===== src/sscc_pkg.sv =====
package sscc_pkg;
    // avalon word addresses (byte address / 4 of a 32-bit word bus)
    localparam logic [7:0] SSCC_CLOCK_SOURCE_SELECT_OFS = 8'h8f;
    localparam logic [7:0] SSCC_WAKE_SOURCE_MASK_OFS = 8'h9f;
    localparam logic [7:0] SSCC_PWRCTL_OFS = 8'h87;
    localparam logic [7:0] SSCC_STATUS_OFS = 8'h88;
    localparam logic [7:0] SSCC_IRQEN_OFS = 8'h89;
    // field positions
    localparam int SSCC_PWR_STOP_BIT = 1;
    localparam int SSCC_PWR_SLEEP_BIT = 2;
    // reset values and clock source field codes
    localparam logic [7:0] SSCC_CLOCK_SOURCE_SELECT_RST = 8'h9c;
    localparam logic [7:0] SSCC_WAKE_SOURCE_MASK_RST = 8'hff;
    localparam logic [7:0] SSCC_IRQEN_RST = 8'h00;
    localparam logic [1:0] SSCC_CLK_INTERNAL_OSCILLATOR = 2'h0;
    localparam logic [1:0] SSCC_CLK_SLOW_INTERNAL_OSC_SOURCE = 2'h1;
    localparam logic [1:0] SSCC_CLK_RTC = 2'h2;
    localparam logic [1:0] SSCC_CLK_PLL = 2'h3;
    // regulator wait base, in slow oscillator cycles
    localparam int SSCC_REG_WAIT_BASE = 16;
    localparam int SSCC_WAIT_W = 8;

    typedef enum logic [1:0] {
        SSCC_ST_RUN,
        SSCC_ST_HALT,
        SSCC_ST_WAKE
    } sscc_state_type;

    typedef struct packed {
        logic [3:0] osc_div;
        logic [1:0] regulator_wait_sel;
        logic [1:0] clock_source_field;
    } sscc_clock_source_select_type;

    typedef struct packed {
        logic rd;
        logic wr;
        logic [7:0] addr;
        logic [31:0] wdata;
    } sscc_bus_req_type;

    function automatic logic [SSCC_WAIT_W-1:0] sscc_wait_cycles(input logic [1:0] sel);
        sscc_wait_cycles = SSCC_WAIT_W'(SSCC_REG_WAIT_BASE << sel);
    endfunction
endpackage


===== src/stop_sleep_clock_control.sv =====
`timescale 1ns/10ps
`default_nettype none
// Function
// - writing stop bit halts cpu and peripheral clocks
// - oscillator stops on its final edge
// - reset or pin/source interrupts end halt
// - clocked peripherals never wake; comparator, rtc may
// - wake needs enable and mask bit
// - pins low-active, peripheral flags high-active
// - wake restarts oscillator, cpu clock follows
// - cpu vectors to waking interrupt handler
// - hardware clears stop bit on wake
// - all clocks off except rtc while halted
// - stop plus sleep bits enter deep sleep
// - deep sleep swaps main for backup regulator
// - deep sleep wakes likewise, regulator back on
// - clock select register chooses system clock
// - oscillator enabled except while halted
// - oscillator trim defaults to factory value
// - wake forces clock select to oscillator
// - selection applied without checking the source
// - field codes: osc, slow osc, rtc, pll
// - regulator wait 16 to 128 slow cycles
// - wake mask bits reset to ones
module stop_sleep_clock_control
    import sscc_pkg::*;
#(
    parameter int TRIM_W = 8,
    parameter logic [TRIM_W-1:0] TRIM_DEFAULT = 8'h80
) (
    input wire logic CORE_CLK,
    input wire logic RESET,
    input wire logic [7:0] AVS_ADDRESS,
    input wire logic AVS_READ,
    input wire logic AVS_WRITE,
    input wire logic [31:0] AVS_WRITEDATA,
    input wire logic [3:0] AVS_BYTEENABLE,
    output logic [31:0] AVS_READDATA,
    output logic AVS_WAITREQUEST,
    output logic [1:0] AVS_RESPONSE,
    input wire logic [1:0] EXT_IRQ_PIN_N,
    input wire logic [6:0] PERIPH_IRQ,
    input wire logic SLOW_OSC_TICK,
    output logic OSC_ENABLE,
    output logic [TRIM_W-1:0] OSC_TRIM,
    output logic CPU_CLK_EN,
    output logic PERIPH_CLK_EN,
    output logic RTC_CLK_EN,
    output logic [1:0] CLOCK_SOURCE_FIELD,
    output logic MAIN_REG_EN,
    output logic BACKUP_REG_EN,
    output logic REG_READY,
    output logic WAKE_VECTOR_REQ
);
    sscc_state_type state_q;
    sscc_clock_source_select_type clock_source_select_q;
    sscc_bus_req_type req;
    logic [7:0] wake_source_mask_q;
    logic [7:0] irqen_q;
    logic stop_q;
    logic sleep_q;
    logic deep_q;
    logic [TRIM_W-1:0] trim_q;
    logic [SSCC_WAIT_W-1:0] wait_q;
    logic ack_q;
    logic [31:0] rdata_q;
    logic [1:0] resp_q;
    logic wake_req;
    logic halt_req;
    logic acc;
    logic wr_go;
    logic hit;

    assign req = '{rd: AVS_READ, wr: AVS_WRITE, addr: AVS_ADDRESS, wdata: AVS_WRITEDATA};
    assign acc = (req.rd | req.wr) & ~ack_q;
    // write lands at the edge where waitrequest is seen low
    assign wr_go = req.wr & ack_q & AVS_BYTEENABLE[0];
    assign hit = (req.addr == SSCC_CLOCK_SOURCE_SELECT_OFS) | (req.addr == SSCC_WAKE_SOURCE_MASK_OFS)
        | (req.addr == SSCC_PWRCTL_OFS) | (req.addr == SSCC_STATUS_OFS)
        | (req.addr == SSCC_IRQEN_OFS);

    // masked, clockless wake qualification
    sscc_wake_detect u_wake (
        .ext_irq_pin_n(EXT_IRQ_PIN_N),
        .periph_irq(PERIPH_IRQ),
        .wake_source_mask(wake_source_mask_q),
        .irq_enable(irqen_q),
        .wake_req(wake_req)
    );

    assign halt_req = (state_q == SSCC_ST_RUN) & stop_q;

    sscc_osc_gate u_osc (
        .clk(CORE_CLK),
        .reset(RESET),
        .halt_req(halt_req),
        .wake_req(wake_req),
        .osc_enable(OSC_ENABLE)
    );

    // mode sequencer
    always_ff @(posedge CORE_CLK or posedge RESET) begin
        if (RESET) begin
            state_q <= SSCC_ST_RUN;
        end else begin
            unique case (state_q)
                SSCC_ST_RUN: begin
                    if (stop_q) begin
                        state_q <= SSCC_ST_HALT;
                    end
                end
                SSCC_ST_HALT: begin
                    if (wake_req) begin
                        state_q <= SSCC_ST_WAKE;
                    end
                end
                SSCC_ST_WAKE: begin
                    state_q <= SSCC_ST_RUN;
                end
            endcase
        end
    end

    // deep sleep marker
    always_ff @(posedge CORE_CLK or posedge RESET) begin
        if (RESET) begin
            deep_q <= 1'b0;
        end else if (halt_req) begin
            deep_q <= sleep_q;
        end else if (state_q == SSCC_ST_WAKE) begin
            deep_q <= 1'b0;
        end
    end

    // regulator wait counter on slow ticks
    always_ff @(posedge CORE_CLK or posedge RESET) begin
        if (RESET) begin
            wait_q <= SSCC_WAIT_W'(SSCC_REG_WAIT_BASE << SSCC_CLOCK_SOURCE_SELECT_RST[3:2]);
        end else if (state_q == SSCC_ST_WAKE && deep_q) begin
            wait_q <= sscc_wait_cycles(clock_source_select_q.regulator_wait_sel);
        end else if (state_q == SSCC_ST_RUN && SLOW_OSC_TICK && wait_q != '0) begin
            wait_q <= wait_q - 1'b1;
        end
    end

    // power control bits
    always_ff @(posedge CORE_CLK or posedge RESET) begin
        if (RESET) begin
            stop_q <= 1'b0;
            sleep_q <= 1'b0;
        end else if (state_q == SSCC_ST_WAKE) begin
            stop_q <= 1'b0;
            sleep_q <= 1'b0;
        end else if (wr_go && req.addr == SSCC_PWRCTL_OFS && state_q == SSCC_ST_RUN) begin
            stop_q <= req.wdata[SSCC_PWR_STOP_BIT];
            sleep_q <= req.wdata[SSCC_PWR_SLEEP_BIT];
        end
    end

    // clock select, wake mask, enables, trim
    always_ff @(posedge CORE_CLK or posedge RESET) begin
        if (RESET) begin
            clock_source_select_q <= SSCC_CLOCK_SOURCE_SELECT_RST;
            wake_source_mask_q <= SSCC_WAKE_SOURCE_MASK_RST;
            irqen_q <= SSCC_IRQEN_RST;
            trim_q <= TRIM_DEFAULT;
        end else if (state_q == SSCC_ST_WAKE) begin
            clock_source_select_q.clock_source_field <= SSCC_CLK_INTERNAL_OSCILLATOR;
        end else if (wr_go) begin
            unique case (req.addr)
                SSCC_CLOCK_SOURCE_SELECT_OFS: begin
                    clock_source_select_q <= req.wdata[7:0];
                end
                SSCC_WAKE_SOURCE_MASK_OFS: begin
                    wake_source_mask_q <= req.wdata[7:0];
                end
                SSCC_IRQEN_OFS: begin
                    irqen_q <= req.wdata[7:0];
                end
                SSCC_STATUS_OFS: begin
                    trim_q <= req.wdata[8 +: TRIM_W];
                end
                default: begin
                end
            endcase
        end
    end

    // avalon slave: one wait cycle, then answer
    always_ff @(posedge CORE_CLK or posedge RESET) begin
        if (RESET) begin
            ack_q <= 1'b0;
            rdata_q <= '0;
            resp_q <= 2'h0;
        end else begin
            ack_q <= acc;
            if (acc) begin
                resp_q <= hit ? 2'h0 : 2'h3;
                unique case (req.addr)
                    SSCC_CLOCK_SOURCE_SELECT_OFS: rdata_q <= {24'h0, clock_source_select_q};
                    SSCC_WAKE_SOURCE_MASK_OFS: rdata_q <= {24'h0, wake_source_mask_q};
                    SSCC_IRQEN_OFS: rdata_q <= {24'h0, irqen_q};
                    SSCC_PWRCTL_OFS: rdata_q <= {29'h0, sleep_q, stop_q, 1'b0};
                    SSCC_STATUS_OFS: rdata_q <= {8'h0, 8'(wait_q), 8'(trim_q),
                        4'h0, REG_READY, deep_q, 2'(state_q)};
                    default: rdata_q <= '0;
                endcase
            end
        end
    end

    // wake vector pulse
    always_ff @(posedge CORE_CLK or posedge RESET) begin
        if (RESET) begin
            WAKE_VECTOR_REQ <= 1'b0;
        end else begin
            WAKE_VECTOR_REQ <= (state_q == SSCC_ST_WAKE);
        end
    end

    assign AVS_WAITREQUEST = (req.rd | req.wr) & ~ack_q;
    assign AVS_READDATA = rdata_q;
    assign AVS_RESPONSE = resp_q;
    assign CPU_CLK_EN = (state_q != SSCC_ST_HALT) & ~halt_req;
    assign PERIPH_CLK_EN = (state_q != SSCC_ST_HALT) & ~halt_req;
    assign RTC_CLK_EN = 1'b1;
    assign CLOCK_SOURCE_FIELD = clock_source_select_q.clock_source_field;
    assign MAIN_REG_EN = ~((state_q == SSCC_ST_HALT) & deep_q);
    assign BACKUP_REG_EN = (state_q == SSCC_ST_HALT) & deep_q;
    assign REG_READY = (wait_q == '0);
    assign OSC_TRIM = trim_q;
endmodule // stop_sleep_clock_control
`default_nettype wire


===== src/sscc_wake_detect.sv =====
`timescale 1ns/10ps
`default_nettype none
module sscc_wake_detect
    import sscc_pkg::*;
(
    input wire logic [1:0] ext_irq_pin_n,
    input wire logic [6:0] periph_irq,
    input wire logic [7:0] wake_source_mask,
    input wire logic [7:0] irq_enable,
    output logic wake_req
);
    logic [7:0] level;
    // bits 7..0: sources 8,7,6,4,3,2 high-active, pins 1,0 low-active
    assign level = {periph_irq[6], periph_irq[5], periph_irq[4], periph_irq[2],
                    periph_irq[1], periph_irq[0], ~ext_irq_pin_n[1], ~ext_irq_pin_n[0]};
    // clockless combination of levels
    assign wake_req = |(level & wake_source_mask & irq_enable);
endmodule // sscc_wake_detect
`default_nettype wire


===== src/sscc_osc_gate.sv =====
`timescale 1ns/10ps
`default_nettype none
module sscc_osc_gate
    import sscc_pkg::*;
(
    input wire logic clk,
    input wire logic reset,
    input wire logic halt_req,
    input wire logic wake_req,
    output logic osc_enable
);
    logic stop_q;
    // drop enable on the last edge, restart on wake
    always_ff @(posedge clk or posedge reset) begin
        if (reset) begin
            stop_q <= 1'b0;
        end else if (wake_req) begin
            stop_q <= 1'b0;
        end else if (halt_req) begin
            stop_q <= 1'b1;
        end
    end
    assign osc_enable = ~stop_q | wake_req;
endmodule // sscc_osc_gate
`default_nettype wire


===== config.mk =====
export PLATFORM = sky130hd
export DESIGN_NAME = stop_sleep_clock_control
export DESIGN_NICKNAME = d
export VERILOG_FILES = /design/src/sscc_pkg.sv /design/src/stop_sleep_clock_control.sv /design/src/sscc_wake_detect.sv /design/src/sscc_osc_gate.sv
export SDC_FILE = /design/constraint.sdc
export NUM_CORES = 1
export LEC_CHECK = 0
export BUFFER_PORTS_ARGS = -buffer_cell sky130_fd_sc_hd__buf_2
export CORE_ASPECT_RATIO = 0.9
export CORE_MARGIN = 8
export CORE_UTILIZATION = 55
export DETAILED_ROUTE_END_ITERATION = 8
export GPL_TIMING_DRIVEN = 1
export HOLD_SLACK_MARGIN = 0.15
export MAX_ROUTING_LAYER = met4
export PLACE_DENSITY = 0.85
export SLEW_MARGIN = 15
export SYNTH_ARGS = -nofsm -noshare
export SYNTH_HDL_FRONTEND = slang
export SYNTH_SLANG_ARGS = --single-unit
export TNS_END_PERCENT = 50

===== constraint.sdc =====
create_clock -name CORE_CLK -period 3.9 [get_ports CORE_CLK]
set_clock_uncertainty 0.05 [all_clocks]
set_input_delay 0.39 -clock CORE_CLK [delete_from_list [all_inputs] [get_ports CORE_CLK]]
set_output_delay 0.39 -clock CORE_CLK [all_outputs]
set_load 0.01 [all_outputs]

* Word level (Yosys, flattened, before mapping) *
Cells that the tools add are included.

storage, ports and cells
  word-level logic and storage cells = 88
  output and inout port bits = 53
  bits of input ports = 58
  bits in registers = 82

cells by class
  reduce and logical (&&, ||, !) cells = 21
  $add $sub $neg = 1
  muxes and demuxes = 18
  bitwise gates (word level) = 21
  shift-type cells = 1
  equality and inequality tests = 10

operator list
  kind                                                                   number
  24-bit one-hot mux with 5 select lines                                 1
  8-bit equality test, second input constant                             5
  8-bit AND                                                              2
  8-bit 2-to-1 mux                                                       2
  2-bit 2-to-1 mux                                                       6
  3-bit AND reduction                                                    4
  2-bit nonzero test                                                     6
  8-bit logical NOT                                                      1
  1-bit 2-to-1 mux                                                       8
  8-bit nonzero test                                                     1
  8-bit OR reduction                                                     1
  5-bit by 2-bit left shift with 8-bit output, first input constant      1
  8-bit by 1-bit subtractor with 8-bit output, second input constant     1
  1-bit NOT                                                              7
  1-bit AND                                                              6
  1-bit OR                                                               6
  2-bit one-hot mux with 3 select lines                                  1
  1-bit logical AND                                                      5
  2-bit by 1-bit != test with 1-bit output, second input constant        2
  2-bit AND reduction                                                    2
  2-bit by 1-bit equality test with 1-bit output, second input constant  1
  2-bit equality test, second input constant                             1
  2-bit logical NOT                                                      1
  2-bit != test, second input constant                                   1

* Logic depth before layout (Yosys ltp) *
Gate-level depths: netlist of run 1.

  depth after elaboration = 6
  gate-level depth with buffers = 8
  depth with buffers taken out = 7

* Modules after synthesis *
Synthesis of run 1 repeated with hierarchy kept, for this count alone.

unflattened totals
  cells, all modules = 300
  area, all modules = 3,525.9 um^2

by module, submodules not included
  module                    area an instance (um^2)  cells each  instances
  stop_sleep_clock_control  3,422.0                  285         1
  sscc_wake_detect          58.8                     11          1
  sscc_osc_gate             45.0                     4           1

* Worst setup path after synthesis of run 1 *
OpenSTA, ideal clock, no wires.

  kind = flip-flop to flip-flop
  start point = reg state_q[0]
  end point = reg wait_q[6]
  buffers on the path = 1
  path slack = 1.953 ns
  stages on the path, launching flop included = 9
  arrival = 1.819 ns
  period minus slack after synthesis = 1.947 ns
  cells stage by stage = dfrtp_1 > inv_1 > ha_1 > clkbuf_2 > and4bb_2 > nand2_1 > or4_1 > xor2_1 > a21oi_1

on the way
  cells in the longest elaborated chain, start to end = 4
  elaborated cells on any way between the ends = 7
  classes of those cells = 1 x eq/ne; 1 x mux; 5 x reduce/logical

RTL lines
  element                              line                             RTL
  start, declared                      stop_sleep_clock_control.sv:55   sscc_state_type state_q;
  start signal, assigned               stop_sleep_clock_control.sv:104  state_q <= SSCC_ST_RUN;
  start signal, assigned               stop_sleep_clock_control.sv:109  state_q <= SSCC_ST_HALT;
  start signal, assigned               stop_sleep_clock_control.sv:114  state_q <= SSCC_ST_WAKE;
  2-bit logical NOT                    stop_sleep_clock_control.sv:141  end else if (state_q == SSCC_ST_RUN && SLOW_OSC_TICK && wait_q != '0) begin
  1-bit logical AND (2 in series)      stop_sleep_clock_control.sv:141
  2-bit nonzero test (no source line)  n/a
  end signal, assigned                 stop_sleep_clock_control.sv:138  wait_q <= SSCC_WAIT_W'(SSCC_REG_WAIT_BASE << SSCC_CLOCK_SOURCE_SELECT_RST[3:2]);
  end signal, assigned                 stop_sleep_clock_control.sv:140  wait_q <= sscc_wait_cycles(clock_source_select_q.regulator_wait_sel);
  end signal, assigned                 stop_sleep_clock_control.sv:142  wait_q <= wait_q - 1'b1;
  end, declared                        stop_sleep_clock_control.sv:64   logic [SSCC_WAIT_W-1:0] wait_q;

Parallel ways exist; a longest one is shown, timed or not.
A chain may end at the register's enable or synchronous reset.

* Worst setup path after layout of run 1 *
  start point = reg irqen_q[1]
  end point = out OSC_ENABLE

on the way
  cells in the longest elaborated chain, start to end = 3

RTL lines
  element                 line                             RTL
  start, declared         stop_sleep_clock_control.sv:59   logic [7:0] irqen_q;
  start signal, assigned  stop_sleep_clock_control.sv:178  irqen_q <= req.wdata[7:0];
  8-bit AND               sscc_wake_detect.sv:17           assign wake_req = |(level & wake_source_mask & irq_enable);
  8-bit OR reduction      sscc_wake_detect.sv:17
  1-bit OR                sscc_osc_gate.sv:23              assign osc_enable = ~stop_q | wake_req;
  end, declared           stop_sleep_clock_control.sv:44   output logic OSC_ENABLE,

No other way between the ends.

==> results.json, run 1 <==
{
  "dieArea_um2": 9290,
  "relSlewSlack": 0.422,
  "io-pin-count": 111,
  "synth.top_cells.by_count": "dfrtp_1 (59), mux2_2 (31), nand2_1 (21)",
  "routed_via_density": 5.53,
  "grt_max_degree": 41,
  "rsz0062_at_grt": "no",
  "drcViolationCount": 0,
  "worst_hold_slack_ns": 0.208,
  "fin_ws_ns": 1.58,
  "setup_viol": 0,
  "synth_warnings": 0,
  "routabilityCongestion": 0.888,
  "synth_edf_count": 0,
  "first_pass_iters": 4,
  "min_period_ns": 2.32,
  "end_kind": "output pin",
  "worstMarginPinSlew_ns": 0.863,
  "status": "finished, final reports clean",
  "p_per_area_nw_per_um2": 429,
  "leakage_nw": 2.05,
  "yosysTopAreaCell": "dfrtp_1",
  "routed_wl_mm": 8.18,
  "hp-class": "in -> reg",
  "crit_required_ns": 3.46,
  "clockBufferDepth": 2,
  "die_x_um": 101,
  "track_usage": 0.185,
  "tritoncts": "built",
  "routedWlPerCell_um": 17.4,
  "cp-start-kind": "flop",
  "grt_pass1_vias": 2631,
  "drive_gt1_frac": 0.436,
  "yosysUniqueCellTypes": 52,
  "coreArea_um2": 6180,
  "synth_top_cell_area_share": 0.416,
  "ys_seq_area_frac": 0.519,
  "crit_path_start": "irqen_q[1]",
  "hold_violations": 0,
  "total_power_mw": 1.77,
  "cts_buffers": 9,
  "grt_pass1_wl_mm": 13.0,
  "io_buffers": 81,
  "synth_cells": 300,
  "clockRootBuffer": "clkbuf_8",
  "clk_pin_slew_ns": 0.09,
  "drtIter0Drc": 161,
  "num_vias": 2600,
  "hpwl_mm": 6.17,
  "ctsHtreeMaxLevel": 3,
  "clkSinkCount": 73,
  "arrival_ns": 1.88,
  "initial_core_util": 0.575,
  "area_growth_pct": 16.1,
  "die_h_um": 92.2,
  "ir_drop_mv": 0.365,
  "pre_cts_ws_ns": 1.54,
  "cp_max_fo": 3,
  "yosysMostFrequentCell": "dfrtp_1",
  "rows": 27,
  "ant_nets": 0,
  "finish.net_count": 442,
  "synth_area_leaders": "dfrtp_1 (42%), dfstp_2 (10%), mux2_2 (9.8%), buf_4 (3.0%), a22o_2 (2.8%)",
  "grt-ovfl-total": 0,
  "synthArstFlopShare": 1.00,
  "clock_latency_ns": 0.36,
  "synth-seq-cells": 73,
  "finalCritPeriodShare": 0.596,
  "synthFlopType": "dfrtp_1",
  "diodes": 0,
  "synth_area_per_cell_um2": 11.8,
  "drv_slew": 0,
  "syn_area_um2": 3550,
  "finalSetupTns_ns": 0,
  "antenna_found_initial": 0,
  "regToRegStartpoint": "state_q[0]",
  "hp-start": "AVS_WRITEDATA[12]",
  "max_freq_mhz": 430,
  "drv_cap": 0,
  "worstSetupPathType": "reg -> out"
}
## worst paths after layout
path	end	slack, ns	depth (start not counted)
worst max-delay path	OSC_ENABLE	1.58	5
worst min-delay path	OSC_TRIM[4]	0.21	2
worst max register to register	OSC_TRIM[6]	1.67	6
worst min register to register	AVS_READDATA[1]	0.44	2
max in group asynchronous	wait_q[7]	2.17	4
min in group asynchronous	AVS_READDATA[5]	0.65	3
## layer usage
layer | share of wire | vias to the layer above | track usage
met4 | 0.011 | 0 | 0.0604
met3 | 0.073 | 7 | 0.0604
li1 | - | 1230 | -
met2 | 0.47 | 100 | 0.284
met5 | 0 | - | -
met1 | 0.45 | 1263 | 0.226
## flip-flops by register name, summed over array words and instances (netlist names)
register / count
AVS_READDATA: 24
AVS_RESPONSE: 1
stop_q: 1
OSC_TRIM: 8
sleep_q: 1
clock_source_select_q: 6
deep_q: 1
CLOCK_SOURCE_FIELD: 2
wait_q: 8
irqen_q: 8
wake_source_mask_q: 8
ack_q: 1
u_osc.stop_q: 1
WAKE_VECTOR_REQ: 1
state_q: 2
## metrics by stage
stage	util	area, µm²	std cells
floorplan	-	3580	307
finish	0.667	4120	470
global placement	0.635	3930	453
global route	0.667	4120	470
detailed placement	0.635	3930	453
CTS	0.667	4120	470
## cells by family (layout without fill, tap and decap cells)
kind of cell | count (synthesis) | count (layout) | share of synthesized area
AOI/OAI and AO/OA | 59 | 59 | 0.125
xor gates and xnor gates | 6 | 6 | 0.0148
adders and majority gates | 6 | 6 | 0.0211
buffers and inverters | 35 | 111 | 0.0630
DFF | 73 | 73 | 0.519
muxes | 42 | 42 | 0.131
other | 2 | 9 | 0.00211
and+or+nand+nor | 77 | 77 | 0.124
## report_power, final
group          internal (mW)  total [mW]  switching [mW]
clock                  0.241       0.552           0.311
combinational          0.142       0.334           0.192
sequential             0.815       0.882          0.0670
total                   1.20        1.77           0.569
## placed cells by master, fill, tap and decap left out, types with 2 or more instances in the layout
cell,n
dfrtp_1,59
conb_1,9
a311oi_1,2
a22o_1,11
nand3_1,12
o21ai_0,8
mux2_2,31
a21oi_1,13
and2_1,2
clkinvlp_4,3
a221oi_1,3
nor2_2,2
a22o_2,10
o22ai_1,2
mux2i_1,10
nor2_1,16
buf_2,81
ha_1,6
inv_6,3
xor2_1,5
nor3_1,4
dfstp_2,14
or3_1,4
and3_1,3
a32oi_1,2
nand2_1,21
clkbuf_8,9
inv_1,10
o21a_1,2
buf_4,2
## repair_timing
| item | in CTS | in global routing |
|---|---|---|
| gates resized for setup | 0 | 0 |
| hold buffers | 1 | 0 |
| setup buffers | 0 | 0 |
| hold endpoints to repair | 23 | 0 |
## area by class of cell
cell class                      instances  area (µm²)
Clock buffer                            9         124
Clock inverter                          7        60.1
Sequential cell                        73        1840
Inverter                               11        41.3
Tap cell                               87         109
Timing Repair Buffer                   84         430
Multi-Input combinational cell        199        1510
Fill cell                             507        2060
## worst max-delay path: stages, from the launching register on
cell and delay [ns]:
dfrtp_1 0.42, nand2_1 0.09, o21ai_0 0.11, a311oi_1 0.59, nand3_1 0.14, buf_2 0.18
Note: power is estimated with default switching activity, not from simulation.
==> inputs of run 2 (changes only) <==
--- a/config.mk
+++ b/config.mk
@@ -8,12 +8,12 @@
 export BUFFER_PORTS_ARGS = -buffer_cell sky130_fd_sc_hd__buf_2
 export CORE_ASPECT_RATIO = 0.9
 export CORE_MARGIN = 8
-export CORE_UTILIZATION = 55
+export CORE_UTILIZATION = 46
 export DETAILED_ROUTE_END_ITERATION = 8
 export GPL_TIMING_DRIVEN = 1
 export HOLD_SLACK_MARGIN = 0.15
 export MAX_ROUTING_LAYER = met4
-export PLACE_DENSITY = 0.85
+export PLACE_DENSITY = 0.76
 export SLEW_MARGIN = 15
 export SYNTH_ARGS = -nofsm -noshare
 export SYNTH_HDL_FRONTEND = slang
==> constraint.sdc (replaced) <==
create_clock -name CORE_CLK -period 2 [get_ports CORE_CLK]
set_clock_uncertainty 0.05 [all_clocks]
set_input_delay 0.2 -clock CORE_CLK [delete_from_list [all_inputs] [get_ports CORE_CLK]]
set_output_delay 0.2 -clock CORE_CLK [all_outputs]
set_load 0.01 [all_outputs]
==> run 2 against run 1 <==
Compared with the run above: cell area is 10% higher; die area rose by 16%; sequential power grew 93%; largest cell class unchanged; critical path depth is 1 higher; first-iteration DRC count down 1.2%; global-route usage shrank 0.57 points; worst setup slack lost 1.5 ns; clock-buffer cell count increased by 2; cell count up 10%; critical endpoint is now wait_q[1].
==> results.json, run 2 (synthesis results as in run 1) <==
{
  "routabilityCongestion": 0.830,
  "drive_gt1_frac": 0.466,
  "slowest_stage": "or4b_4",
  "track_usage": 0.180,
  "ant_nets": 0,
  "end_kind": "flop",
  "largest_reg_flops": 24,
  "setup_viol": 0,
  "ff2ff_path_depth": 6,
  "dieArea_um2": 10800,
  "rsz0062_at_grt": "yes",
  "utilization": 0.607,
  "clk_pin_slew_ns": 0.07,
  "drtIter0Drc": 159,
  "post-route-cell-area_um2": 4550,
  "grt_pass1_wl_mm": 14.8,
  "hp-start": "AVS_ADDRESS[3]",
  "arrival_ns": 2.15,
  "area_growth_pct": 28.2,
  "ctsHtreeMaxLevel": 3,
  "cp-start-kind": "flop",
  "pre_cts_ws_ns": 0.0674,
  "fill_cells": 620,
  "clkSinkCount": 73,
  "path_depth": 6,
  "routed_wl_mm": 9.22,
  "p_per_area_nw_per_um2": 848,
  "relSlewSlack": 0.613,
  "cp_max_fo": 4,
  "ir_drop_mv": 0.470,
  "finish.net_count": 480,
  "worstMarginPinSlew_ns": 0.579,
  "regToRegStartpoint": "wait_q[0]",
  "finalSetupTns_ns": 0,
  "num_vias": 2789,
  "grt_pass1_vias": 2915,
  "grt-ovfl-total": 0,
  "dp_cells": 481,
  "final_cell_mix": "buf_2 (80), dfrtp_1 (59), mux2_2 (31), buf_4 (23), nand2_1 (21)",
  "whs_path_depth": 3,
  "initial_core_util": 0.473,
  "hold_violations": 0,
  "drv_slew": 0,
  "coreArea_um2": 7510,
  "crit_path_start": "wait_q[0]",
  "instances_no_fill": 517,
  "placed_area_um2": 4100,
  "rows": 30,
  "routed_via_density": 5.39,
  "min_period_ns": 1.92,
  "grt_max_degree": 32,
  "leakage_nw": 2.24,
  "max_stage_delay_ns": 0.49,
  "crit_required_ns": 2.23,
  "antenna_found_initial": 0,
  "worst_hold_slack_ns": 0.249,
  "layout_commonest_cell": "buf_2",
  "hpwl_mm": 6.69,
  "hp-class": "in -> reg",
  "drv_cap": 0,
  "first_pass_iters": 4,
  "clockRootBuffer": "clkbuf_8",
  "total_power_mw": 3.86,
  "cts_buffers": 9,
  "tritoncts": "built",
  "diodes": 0,
  "drcViolationCount": 0,
  "die_h_um": 99.4,
  "cp_num_buf_inv": 1,
  "routedWlPerCell_um": 17.8,
  "die_x_um": 109,
  "status": "finished, final reports clean",
  "finalCritPeriodShare": 0.961,
  "max_freq_mhz": 520,
  "crit_family": "simple AND/OR/NAND/NOR gates",
  "clock_latency_ns": 0.34,
  "fin_ws_ns": 0.0787,
  "worstSetupPathType": "reg -> reg",
  "io-pin-count": 111,
  "io_buffers": 81,
  "crit_chain": "inv_2 -> ha_4 -> or4b_4 -> o211a_1 -> mux2_4 -> nor2_1",
  "clockBufferDepth": 2
}
[run 2: cell types whose count changed in the layout (fill, tap and decap cells not counted), moves of 3 or more]
cell / before / now
buf_4: 2 / 23
inv_2: 1 / 4
inv_1: 10 / 6
dlygate4sd3_1: 1 / 17
inv_6: 3 / 0
[run 2: repair_timing]
item                                    4_1_cts  5_1_grt
endpoints found under the setup margin        1       19
pin swaps                                     0        1
hold buffers                                 17        0
setup buffers                                 1        3
endpoints found under the hold margin        52        0
resized for setup                             5        7
[run 2: per-layer routing]
layer,up-vias,share of wire,GRT usage
met4,0,0.019,0.0673
met3,17,0.051,0.0427
li1,1298,-,-
met5,-,0,-
met2,96,0.50,0.285
met1,1378,0.43,0.218
[run 2: worst reg2reg max path: stages, from the launching register on]
cell	delay, ns
dfrtp_1	0.39
inv_2	0.08
ha_4	0.13
or4b_4	0.49
o211a_1	0.32
mux2_4	0.32
nor2_1	0.09
[run 2: layout make-up]
| class | count | area (µm²) | area share |
|---|---|---|---|
| inverters | 11 | 45.0 | 0.00989 |
| multi-input cells | 199 | 1550 | 0.340 |
| clock buffers | 11 | 141 | 0.0311 |
| clock inverters | 5 | 78.8 | 0.0173 |
| well taps | 96 | 120 | 0.0264 |
| repair buffers | 122 | 774 | 0.170 |
| flip-flops and latches | 73 | 1840 | 0.405 |
[run 2: final timing paths]
kind	endpoint	slack, ns
worst min-delay path	AVS_READDATA[4]	0.25
worst max-delay path	wait_q[1]	0.08
max in group asynchronous	OSC_TRIM[3]	0.83
worst max register to register	wait_q[1]	0.08
min in group asynchronous	stop_q	0.42
worst min register to register	AVS_READDATA[1]	0.44
[run 2: report_power, final]
part	switching [mW]	internal (mW)
clock network	0.540	0.735
registers	0.110	1.59
logic	0.468	0.420
==> inputs of run 3 (changes only) <==
--- a/config.mk
+++ b/config.mk
@@ -5,15 +5,15 @@
 export SDC_FILE = /design/constraint.sdc
 export NUM_CORES = 1
 export LEC_CHECK = 0
+export ABC_AREA = 1
 export BUFFER_PORTS_ARGS = -buffer_cell sky130_fd_sc_hd__buf_2
 export CORE_ASPECT_RATIO = 0.9
 export CORE_MARGIN = 8
-export CORE_UTILIZATION = 46
+export CORE_UTILIZATION = 47
 export DETAILED_ROUTE_END_ITERATION = 8
 export GPL_TIMING_DRIVEN = 1
 export HOLD_SLACK_MARGIN = 0.15
-export MAX_ROUTING_LAYER = met4
-export PLACE_DENSITY = 0.76
+export PLACE_DENSITY = 0.77
 export SLEW_MARGIN = 15
 export SYNTH_ARGS = -nofsm -noshare
 export SYNTH_HDL_FRONTEND = slang
==> run 3 against run 2 <==
Compared with the run above: sequential power barely moved; clock power is 17% lower; cell count rose by 30%; non-clock buffer count is 15 lower; cell area shrank 0.74%; flip-flop and latch count did not move; fmax increased by 7.8%; critical path type is now reg -> out; critical endpoint is now REG_READY; highest routed layer unchanged.
==> results.json, run 3 <==
{
  "io-pin-count": 111,
  "track_usage": 0.181,
  "cp-start-kind": "flop",
  "total_power_mw": 3.69,
  "tritoncts": "built",
  "synth_xor_area_frac": 0.00236,
  "num_vias": 3351,
  "routed_via_density": 5.00,
  "p_per_area_nw_per_um2": 816,
  "drtIter0Drc": 241,
  "io_buffers": 81,
  "post_cts_buffers": 0,
  "synth_area_leaders": "dfrtp_1 (40%), nand2_1 (15%), dfstp_2 (9.9%), nand3_1 (9.2%), inv_1 (3.7%)",
  "synthArstFlopShare": 1.00,
  "rows": 30,
  "first_pass_iters": 5,
  "relSlewSlack": 0.650,
  "end_kind": "output pin",
  "leakage_nw": 2.46,
  "clock_latency_ns": 0.35,
  "largest_reg_flops": 24,
  "rsz0062_at_grt": "no",
  "yosys.area_share.simple": 0.324,
  "grt_max_degree": 74,
  "grt-ovfl-total": 0,
  "ctsHtreeMaxLevel": 3,
  "initial_core_util": 0.489,
  "wl_met1_mm": 4.22,
  "synth_warnings": 0,
  "grt_pass1_vias": 3390,
  "drive_gt1_frac": 0.235,
  "synth-seq-cells": 73,
  "ys_seq_area_frac": 0.497,
  "clkSinkCount": 73,
  "setup_viol": 0,
  "clockBufferDepth": 2,
  "antenna_found_initial": 0,
  "synthFlopType": "dfrtp_1",
  "synth_cells": 470,
  "worstSetupPathType": "reg -> out",
  "instances_no_fill": 670,
  "clk_pin_slew_ns": 0.08,
  "status": "finished, final reports clean",
  "die_h_um": 100,
  "routabilityCongestion": 0.870,
  "routed.top_layer": "met4",
  "layout_commonest_cell": "nand2_1",
  "die_x_um": 110,
  "arrival_ns": 1.53,
  "dp_cells": 637,
  "grt_pass1_wl_mm": 15.8,
  "worstMarginPinSlew_ns": 0.524,
  "utilization": 0.596,
  "post-route-cell-area_um2": 4520,
  "pre_cts_ws_ns": 0.249,
  "finalCritPeriodShare": 0.891,
  "clockRootBuffer": "clkbuf_8",
  "diodes": 0,
  "cp_max_fo": 6,
  "worst_hold_slack_ns": 0.214,
  "synth_edf_count": 0,
  "ant_nets": 0,
  "cts_resized": 0,
  "max_freq_mhz": 561,
  "routed_wl_mm": 9.62,
  "muxShareOfSynthArea": 0,
  "finish.net_count": 633,
  "synth_top_family_by_area": "simple AND/OR/NAND/NOR gates",
  "synth-compound-area-share": 0.0668,
  "syn_area_um2": 3710,
  "final_cell_mix": "nand2_1 (153), buf_2 (81), nand3_1 (68), dfrtp_1 (59), inv_1 (36)",
  "min_period_ns": 1.78,
  "cts-hold-fix-buffers": 17,
  "hold_violations": 0,
  "synth_top_cell_area_share": 0.398,
  "area_growth_pct": 21.9,
  "cts_buffers": 9,
  "routedWlPerCell_um": 14.4,
  "drcViolationCount": 0,
  "synthAdderAreaFrac": 0.0202,
  "crit_required_ns": 1.75,
  "drv_cap": 0,
  "met2_length_mm": 4.52,
  "finalSetupTns_ns": 0,
  "yosysUniqueCellTypes": 31,
  "dieArea_um2": 11000,
  "hp-class": "in -> reg",
  "ir_drop_mv": 0.558,
  "hpwl_mm": 6.74,
  "yosysTopAreaCell": "dfrtp_1",
  "wl_met3_um": 725,
  "synth.top_cells.by_count": "nand2_1 (153), nand3_1 (68), dfrtp_1 (59)",
  "fin_ws_ns": 0.219,
  "synth_area_per_cell_um2": 7.89,
  "drv_slew": 0,
  "yosysMostFrequentCell": "nand2_1",
  "coreArea_um2": 7580,
  "placed_area_um2": 4170
}
==> run 3: cells by family (layout without fill, tap and decap cells) <==
group | count (synthesis) | count (layout)
AO/OA/AOI/OAI | 48 | 48
XOR/XNOR | 1 | 1
adder cells (fa/ha/maj) | 6 | 6
buffers and inverters | 65 | 162
flip-flops | 73 | 73
other | 2 | 9
AND/OR/NAND/NOR | 275 | 275
==> run 3: per-layer routing <==
layer	global-route usage	vias to the layer above
met2	0.296	115
li1	-	1687
met4	0.0830	0
met1	0.224	1537
met3	0.0365	12
met5	0	-
==> run 3: critical path: stages (launching register included) <==
cell	delay, ns
dfrtp_1	0.39
inv_1	0.15
ha_1	0.20
nand3_1	0.08
nor2_1	0.20
buf_2	0.18
==> run 3: cell type report <==
type / instances / area [µm²]
Fill cell: 683 / 3060
Inverter: 39 / 150
Sequential cell: 73 / 1840
Clock buffer: 11 / 151
Tap cell: 96 / 120
Timing Repair Buffer: 107 / 656
Clock inverter: 5 / 30.0
Multi-Input combinational cell: 339 / 1570
==> run 3: power by group <==
group / total [mW] / leakage [nW] / internal (mW) / switching [mW]
logic: 0.898 / 1.43 / 0.333 / 0.565
registers: 1.73 / 0.937 / 1.61 / 0.119
clock network: 1.06 / 0.0911 / 0.511 / 0.548
==> run 3: final timing paths <==
kind	start	endpoint	slack, ns	cells past startpoint
max	wait_q[0]	REG_READY	0.22	5
min	AVS_ADDRESS[5]	AVS_RESPONSE[0]	0.21	5
max in group asynchronous	RESET	wake_source_mask_q[4]	1.12	4
min reg2reg	clock_source_select_q[4]	clock_source_select_q[4]	0.43	2
max reg2reg	state_q[0]	OSC_TRIM[6]	0.23	7
min in group asynchronous	RESET	AVS_READDATA[15]	0.44	4
